<file path="src/common/pse_pkg.sv">
// How it works
// - Status general bit 3 shows external overheat live.
// - Status general bit 2 is high while the sequencer runs.
// - Status general bit 1 shows junction overheat live.
// - Status general bit 0 is 1 when supply is fine, 0 on fault.
// - Status short-circuit bits 3..5 show converter one..three shorts live.
// - Status timeout bits 3..5 show converter drop timeouts live.
// - Status timeout bits 1..0 show the two pin conditions.
// - Event general bit 3 sets on external overheat rising.
// - Event general bit 2 sets when a power-up sequence completes.
// - Event general bit 1 sets on junction overheat rising.
// - Event general bit 0 sets when supply drops below threshold.
// - Event short-circuit bits 3..5 set on debounced converter short fall.
// - Event short-circuit bits 2..0 set on debounced high-voltage fault fall.
// - Event timeout bits 3..5 on drop-timeout rise; bits 1..0 on pin events.
// - First fault log records power-down cause bits 5..0.
// - Second fault log records converter timeout and short power-down causes.
// - A mask bit of 1 keeps its event off the interrupt output.
package pse_pkg;
    localparam logic [7:0] PSE_OFS_STATUS_GENERAL = 8'h01;
    localparam logic [7:0] PSE_OFS_STATUS_SHORT_CIRCUIT = 8'h02;
    localparam logic [7:0] PSE_OFS_STATUS_TIMEOUT_PINS = 8'h03;
    localparam logic [7:0] PSE_OFS_EVENT_GENERAL = 8'h04;
    localparam logic [7:0] PSE_OFS_EVENT_SHORT_CIRCUIT = 8'h05;
    localparam logic [7:0] PSE_OFS_EVENT_TIMEOUT_PINS = 8'h06;
    localparam logic [7:0] PSE_OFS_POWERDOWN_CAUSE_LOG = 8'h07;
    localparam logic [7:0] PSE_OFS_POWERDOWN_CAUSE_LOG_CONVERTERS = 8'h08;
    localparam logic [7:0] PSE_RESET_VALUE = 8'h00;
    localparam logic [7:0] PSE_MASK_GENERAL_RESET = 8'h08;
    localparam logic [7:0] PSE_MASK_RESET = 8'h00;
    // Field positions
    localparam int PSE_BIT_EXT_OVERHEAT = 3;
    localparam int PSE_BIT_SEQ = 2;
    localparam int PSE_BIT_JUNCTION = 1;
    localparam int PSE_BIT_SUPPLY = 0;
    localparam int PSE_BIT_CONV_LO = 3;
    localparam int PSE_BIT_HV_LO = 0;
    localparam int PSE_BIT_PIN_LO = 0;
    // Debounce
    localparam int PSE_CLK_MHZ = 200;
    localparam int PSE_DEBOUNCE_US = 10;
    localparam int PSE_DEBOUNCE_CYCLES = PSE_DEBOUNCE_US * PSE_CLK_MHZ;
    localparam int PSE_DEB_W = 12;
endpackage

</file>
<file path="src/hdl/pse_status_event.sv">
`timescale 1ns/10ps
module pse_status_event (
    input wire logic mclk,
    input wire logic reset_n,
    input wire logic external_overheat_flag,
    input wire logic sequencing,
    input wire logic sequence_done,
    input wire logic junction_overheat_flag,
    input wire logic supply_fault,
    input wire logic [2:0] conv_short_flag,
    input wire logic hv_ctrl_short_flag,
    input wire logic hv_ctrl_undervolt_flag,
    input wire logic hv_ctrl_overvolt_flag,
    input wire logic [2:0] conv_drop_timeout_flag,
    input wire logic [1:0] pin_condition_flag,
    input wire logic [1:0] pin_event,
    input wire logic powerdown,
    input wire logic [5:0] powerdown_cause,
    input wire logic [5:0] powerdown_cause_converters,
    input wire logic [7:0] irq_mask_general,
    input wire logic [7:0] irq_mask_short_circuit,
    input wire logic [7:0] irq_mask_timeout_pins,
    input wire logic reg_wr,
    input wire logic [7:0] reg_addr,
    input wire logic [7:0] reg_wdata,
    output logic [7:0] reg_rdata,
    output logic interrupt_out_n
);
    // ------------------------------------------------------------
    // Input synchronisers
    // ------------------------------------------------------------
    localparam int NIN = 20;
    logic [NIN-1:0] raw;
    logic [NIN-1:0] meta_ff;
    logic [NIN-1:0] sync_ff;
    logic [NIN-1:0] prev_ff;
    assign raw = {pin_event, pin_condition_flag, conv_drop_timeout_flag,
                  hv_ctrl_overvolt_flag, hv_ctrl_undervolt_flag, hv_ctrl_short_flag,
                  conv_short_flag, supply_fault, junction_overheat_flag,
                  sequence_done, sequencing, external_overheat_flag, powerdown,
                  1'b0};
    always_ff @(posedge mclk or negedge reset_n) begin
        if (!reset_n) begin
            meta_ff <= '0;
            sync_ff <= '0;
            prev_ff <= '0;
        end else begin
            meta_ff <= raw;
            sync_ff <= meta_ff;
            prev_ff <= sync_ff;
        end
    end
    // Cause vectors are sampled only on the synchronised power-down edge,
    // by which point they have been stable for two cycles.
    logic pd_s;
    logic pd_rise;
    logic ext_s, seq_s, sdone_s, junc_s, sfault_s;
    logic [5:0] scp_s;
    logic [2:0] tmo_s;
    logic [1:0] pcond_s, pev_s;
    assign pd_s = sync_ff[1];
    assign pd_rise = sync_ff[1] & ~prev_ff[1];
    assign ext_s = sync_ff[2];
    assign seq_s = sync_ff[3];
    assign sdone_s = sync_ff[4];
    assign junc_s = sync_ff[5];
    assign sfault_s = sync_ff[6];
    assign scp_s = {sync_ff[9:7], sync_ff[10], sync_ff[11], sync_ff[12]};
    assign tmo_s = sync_ff[15:13];
    assign pcond_s = sync_ff[17:16];
    assign pev_s = sync_ff[19:18];

    // ------------------------------------------------------------
    // Debounce of short-circuit and hv fault signals
    // ------------------------------------------------------------
    localparam logic [pse_pkg::PSE_DEB_W-1:0] DEB_MAX =
        pse_pkg::PSE_DEB_W'(pse_pkg::PSE_DEBOUNCE_CYCLES - 1);
    logic [5:0] deb_ff;
    logic [5:0] deb_prev_ff;
    logic [pse_pkg::PSE_DEB_W-1:0] deb_cnt_ff [6];
    for (genvar i = 0; i < 6; i++) begin : g_deb
        // Level must hold steady 10 us before the filtered copy follows
        always_ff @(posedge mclk or negedge reset_n) begin
            if (!reset_n) begin
                deb_ff[i] <= 1'b0;
                deb_cnt_ff[i] <= '0;
            end else if (scp_s[i] == deb_ff[i]) begin
                deb_cnt_ff[i] <= '0;
            end else if (deb_cnt_ff[i] == DEB_MAX) begin
                deb_ff[i] <= scp_s[i];
                deb_cnt_ff[i] <= '0;
            end else begin
                deb_cnt_ff[i] <= deb_cnt_ff[i] + 1'b1;
            end
        end
    end
    always_ff @(posedge mclk or negedge reset_n) begin
        if (!reset_n) begin
            deb_prev_ff <= '0;
        end else begin
            deb_prev_ff <= deb_ff;
        end
    end

    // ------------------------------------------------------------
    // Event sources
    // ------------------------------------------------------------
    logic [7:0] set_general, set_short, set_tmo;
    logic [7:0] st_general, st_short, st_tmo;
    always_comb begin
        set_general = '0;
        set_general[pse_pkg::PSE_BIT_EXT_OVERHEAT] = ext_s & ~prev_ff[2];
        set_general[pse_pkg::PSE_BIT_SEQ] = sdone_s & ~prev_ff[4];
        set_general[pse_pkg::PSE_BIT_JUNCTION] = junc_s & ~prev_ff[5];
        set_general[pse_pkg::PSE_BIT_SUPPLY] = sfault_s & ~prev_ff[6];
        set_short = {2'b00, deb_prev_ff & ~deb_ff};
        set_tmo = '0;
        set_tmo[pse_pkg::PSE_BIT_CONV_LO +: 3] = tmo_s & ~prev_ff[15:13];
        set_tmo[pse_pkg::PSE_BIT_PIN_LO +: 2] = pev_s & ~prev_ff[19:18];
        st_general = {4'h0, ext_s, seq_s, junc_s, ~sfault_s};
        st_short = {2'b00, scp_s};
        st_tmo = {2'b00, tmo_s, 1'b0, pcond_s};
    end

    // ------------------------------------------------------------
    // Sticky registers, write-one-to-clear, set beats clear
    // ------------------------------------------------------------
    logic [7:0] ev_general_ff, ev_short_ff, ev_tmo_ff, log_ff, log_conv_ff;
    logic [7:0] log_set, log_conv_set;
    assign log_set = pd_rise ? {2'b00, powerdown_cause} : 8'h00;
    assign log_conv_set = pd_rise ? {2'b00, powerdown_cause_converters} : 8'h00;

    function automatic logic [7:0] pse_w1c(input logic [7:0] cur, input logic [7:0] set,
                                           input logic hit, input logic [7:0] wd);
        pse_w1c = (cur & ~(hit ? wd : 8'h00)) | set;
    endfunction

    always_ff @(posedge mclk or negedge reset_n) begin
        if (!reset_n) begin
            ev_general_ff <= pse_pkg::PSE_RESET_VALUE;
            ev_short_ff <= pse_pkg::PSE_RESET_VALUE;
            ev_tmo_ff <= pse_pkg::PSE_RESET_VALUE;
            log_ff <= pse_pkg::PSE_RESET_VALUE;
            log_conv_ff <= pse_pkg::PSE_RESET_VALUE;
        end else begin
            ev_general_ff <= pse_w1c(ev_general_ff, set_general,
                reg_wr && reg_addr == pse_pkg::PSE_OFS_EVENT_GENERAL, reg_wdata);
            ev_short_ff <= pse_w1c(ev_short_ff, set_short,
                reg_wr && reg_addr == pse_pkg::PSE_OFS_EVENT_SHORT_CIRCUIT, reg_wdata);
            ev_tmo_ff <= pse_w1c(ev_tmo_ff, set_tmo,
                reg_wr && reg_addr == pse_pkg::PSE_OFS_EVENT_TIMEOUT_PINS, reg_wdata);
            log_ff <= pse_w1c(log_ff, log_set,
                reg_wr && reg_addr == pse_pkg::PSE_OFS_POWERDOWN_CAUSE_LOG, reg_wdata);
            log_conv_ff <= pse_w1c(log_conv_ff, log_conv_set,
                reg_wr && reg_addr == pse_pkg::PSE_OFS_POWERDOWN_CAUSE_LOG_CONVERTERS,
                reg_wdata);
        end
    end

    // ------------------------------------------------------------
    // Read data and interrupt
    // ------------------------------------------------------------
    logic [7:0] nxt_rdata;
    always_comb begin
        unique case (reg_addr)
            pse_pkg::PSE_OFS_STATUS_GENERAL: nxt_rdata = st_general;
            pse_pkg::PSE_OFS_STATUS_SHORT_CIRCUIT: nxt_rdata = st_short;
            pse_pkg::PSE_OFS_STATUS_TIMEOUT_PINS: nxt_rdata = st_tmo;
            pse_pkg::PSE_OFS_EVENT_GENERAL: nxt_rdata = ev_general_ff;
            pse_pkg::PSE_OFS_EVENT_SHORT_CIRCUIT: nxt_rdata = ev_short_ff;
            pse_pkg::PSE_OFS_EVENT_TIMEOUT_PINS: nxt_rdata = ev_tmo_ff;
            pse_pkg::PSE_OFS_POWERDOWN_CAUSE_LOG: nxt_rdata = log_ff;
            pse_pkg::PSE_OFS_POWERDOWN_CAUSE_LOG_CONVERTERS: nxt_rdata = log_conv_ff;
            default: nxt_rdata = 8'h00;
        endcase
    end
    logic nxt_irq_n;
    // Fault logs are not events, so they never raise the interrupt
    assign nxt_irq_n = ~(|(ev_general_ff & ~irq_mask_general[7:0])
                       | |(ev_short_ff & ~irq_mask_short_circuit)
                       | |(ev_tmo_ff & ~irq_mask_timeout_pins));
    always_ff @(posedge mclk or negedge reset_n) begin
        if (!reset_n) begin
            reg_rdata <= 8'h00;
            interrupt_out_n <= 1'b1;
        end else begin
            reg_rdata <= nxt_rdata;
            interrupt_out_n <= nxt_irq_n;
        end
    end
    logic unused_pd;
    assign unused_pd = pd_s ^ sync_ff[0];
endmodule

</file>
<file path="config.mk">
export PLATFORM = sky130hd
export DESIGN_NAME = pse_status_event
export DESIGN_NICKNAME = d
export VERILOG_FILES = /design/src/common/pse_pkg.sv /design/src/hdl/pse_status_event.sv
export SDC_FILE = /design/constraint.sdc
export NUM_CORES = 1
export LEC_CHECK = 0
export BUFFER_PORTS_ARGS = -buffer_cell sky130_fd_sc_hd__buf_2
export CELL_PAD_IN_SITES_DETAIL_PLACEMENT = 0
export CELL_PAD_IN_SITES_GLOBAL_PLACEMENT = 1
export CORE_ASPECT_RATIO = 1.4
export CORE_MARGIN = 1.5
export CORE_UTILIZATION = 50
export DETAILED_ROUTE_END_ITERATION = 12
export PLACE_DENSITY_LB_ADDON = 0.1
export SLEW_MARGIN = 20
export SYNTH_ARGS = -nofsm -noshare
export SYNTH_HDL_FRONTEND = slang
export SYNTH_SLANG_ARGS = --single-unit
</file>
<file path="constraint.sdc">
create_clock -name mclk -period 2.8 [get_ports mclk]
set_input_delay 0.14 -clock mclk [delete_from_list [all_inputs] [get_ports mclk]]
set_output_delay 0.14 -clock mclk [all_outputs]
set_load 0.02 [all_outputs]
</file>
==> results.py <==
metrics = {
    "sta": {
        "tightest_slew_ns": 0.753,
        "fin_skew_ns": 0.00657,
        "timing.hold.ws_ns": 0.0468,
        "setup_viol": 0,
        "period_needed_ns": 1.99,
        "finalCritPeriodShare": 0.710,
        "drv_slew": 0,
        "finalSetupTns_ns": 0,
        "maxSlewHeadroom": 0.498,
        "fmaxAchievable_mhz": 503,
        "fin_ws_ns": 0.811,
        "rsz0062_at_grt": "no",
        "hold_violations": 0,
    },
    "placed_design": {
        "place_area_um2": 8130,
        "place_congestion": 0.847,
        "post-place-ws_ns": 0.766,
        "numPortBuffers": 82,
        "hpwl_um": 11900,
        "place_inst": 945,
    },
    "setup_path": {
        "r2r_setup_slack_ns": 0.81,
        "r2r_start": "deb_cnt_ff[17]",
        "path_class": "flop to flop",
        "cp.required_ns": 3.09,
        "cp_max_fo": 12,
        "startpoint_type": "flop",
        "endpoint_kind": "flop",
        "arrival_ns": 2.28,
        "r2r-end": "deb_cnt_ff[17]",
        "r2r_cells": 4,
    },
    "power": {
        "pwr-share-comb": 0.062,
        "p_sw_mw": 1.21,
        "seq_power_share": 0.524,
        "power_density_nw_per_um2": 576,
        "vdd_drop_max_v": 0.000443,
        "switching_share": 0.232,
        "power.leakage_nw": 4.09,
        "clkPwrFrac": 0.414,
        "p_int_mw": 4.00,
    },
    "synth": {
        "synth_area_leader_cell": "dfrtp_1",
        "ys_seq_area_frac": 0.602,
        "yosys_warnings": 0,
        "ys.flop_type": "dfrtp_1",
        "yosys-top-cells-area": "dfrtp_1 (60%), xnor2_1 (6.4%), nor2_1 (4.7%)",
        "ys_async_sr_fraction": 1.00,
        "yosysUniqueCellTypes": 47,
        "syn_area_per_cell_um2": 10.9,
        "synth_top_area_share": 0.599,
        "syn_area_um2": 7520,
        "synth_edf_count": 0,
        "syn_nets": 768,
        "syn-instance-count": 688,
        "ys_ff_latch": 181,
    },
    "floorplan": {
        "die_area_um2": 15800,
        "io_pins": 83,
        "die_h_um": 148,
        "initial_core_util": 0.516,
        "core_area_um2": 14600,
        "rows": 52,
        "chipWidth_um": 107,
    },
    "layout": {
        "regArea_um2": 4530,
        "fillCellCount": 1248,
        "layout_common_cells": "dfrtp_1 (180), nor2_1 (94), buf_2 (81), inv_1 (55), xnor2_1 (55)",
        "design_area_um2": 9050,
        "multi_input_area_um2": 2690,
        "area_growth_pct": 20.3,
        "fin_nets": 892,
        "final_common_cell": "dfrtp_1",
        "drive_above_1_share": 0.163,
        "final_cells": 1018,
    },
    "drt": {
        "initialDrtViolationCount": 238,
        "vias_per_cell": 5.29,
        "firstDrtPassIters": 4,
        "postRouteWirelength_um": 16900,
        "wl_per_cell_um": 16.6,
        "via_count": 5387,
        "remaining_drc_errors": 0,
        "ant_nets": 0,
    },
    "hold_path": {
        "hold_end": "ev_short_ff[1]",
        "hold_path_depth": 3,
        "hp-start": "reg_wdata[1]",
        "min_path_type": "input pin to flop",
    },
    "clocking": {
        "clk_pin_slew_ns": 0.06,
        "root_buffer": "clkbuf_16",
        "clockBufferDepth": 2,
        "clkLatencyLatePin_ns": 0.42,
        "cts.htree.levels": 4,
        "cts_tree": "yes",
        "cts_buffers": 17,
        "cts-resized-gates": 0,
        "cts.sinks": 181,
    },
    "grt": {
        "grt_use_total": 0.231,
        "grt_pass1_vias": 5611,
        "grt_max_degree": 81,
        "grt_overflow": 0,
        "antenna_found_initial": 7,
        "grt_pass1_wl_um": 28000,
    },
    "outcome": {
        "status": "completed",
    },
    "run": {
        "cap_violations": 0,
    },
}
## synthesized netlist by cell type (5+ instances only)
cell type	instances
mux2_2	5
a22o_1	22
xor2_1	11
nor4_1	5
and3_1	7
mux2i_1	9
nand2_1	42
o22ai_1	12
ha_1	6
nor3_1	26
clkbuf_1	10
a21o_1	5
nand4_1	16
nor2_1	94
inv_1	55
dfrtp_1	180
xnor2_1	55
a22oi_1	7
nand3_1	29
nor2b_1	7
a21oi_1	21
o21ai_0	16
buf_2	5
## power by group through the flow
stage               clock network [mW]  registers (mW)  logic (mW)
global placement                     0            2.77       0.281
global route                      2.32            2.73       0.362
detailed placement                   0            2.78       0.287
CTS                               2.21            2.73       0.329
finish                            2.16            2.73       0.324
floorplan                            0            2.76       0.132
## how the worst max path moves through the flow
stage	start	to
5_1_grt	deb_cnt_ff[17]	deb_cnt_ff[20]
4_1_cts	deb_cnt_ff[17]	deb_cnt_ff[17]
3_5_place_dp	reg_addr[2]	ev_general_ff[2]
3_3_place_gp	reg_addr[2]	ev_short_ff[5]
6_report	deb_cnt_ff[17]	deb_cnt_ff[17]
2_1_floorplan	deb_cnt_ff[17]	deb_cnt_ff[16]
## routing by layer
metal / GRT usage / share of wire
met2: 0.373 / 0.48
met5: 0 / 0.0016
met3: 0.0618 / 0.057
met4: 0.0980 / 0.028
met1: 0.293 / 0.43
## timing repair
item                      4_1_cts  5_1_grt
hold endpoints to repair      119        0
hold buffers                   37        0
setup buffers                   0        0
## cell families (layout without fill, tap and decap cells)
| group | count (synthesis) | after routing | synth area share |
|---|---|---|---|
| compound gates | 95 | 95 | 0.0849 |
| xor+xnor | 66 | 66 | 0.0769 |
| fa+ha+maj | 6 | 6 | 0.00998 |
| buf+inv | 73 | 209 | 0.0393 |
| flops | 181 | 181 | 0.602 |
| mux | 15 | 15 | 0.0225 |
| other cells | 0 | 5 | 0 |
| simple gates | 252 | 252 | 0.164 |
## flip-flops by register name, indices dropped and copies added, names as in the netlist
register         count
deb_cnt_ff          72
deb_ff               6
deb_prev_ff          6
ev_general_ff        8
ev_short_ff          8
ev_tmo_ff            8
interrupt_out_n      1
log_conv_ff          8
log_ff               8
meta_ff             19
prev_ff             10
reg_rdata            8
sync_ff             19
## cell type report
type / count / share of cell area
antenna: 5 / 0.00138
clock buffer: 20 / 0.0505
clock inverter: 11 / 0.00885
inverter: 55 / 0.0228
multi-input combinational: 434 / 0.298
sequential: 181 / 0.501
tap: 189 / 0.0261
timing repair buffer: 123 / 0.0917
## per-stage QoR
stage               total power, mW  utilization
floorplan                      2.90            -
global placement               3.06        0.558
detailed placement             3.06        0.558
CTS                            5.27        0.620
global route                   5.42        0.621
finish                         5.21        0.621
## critical path, cell delays in order (launching register included)
cell and delay, ns:
dfrtp_1 0.42, or4b_2 0.64, nor3_1 0.25, nand2b_1 0.45, nor2_1 0.10
Power figures use the tool's default switching activity.
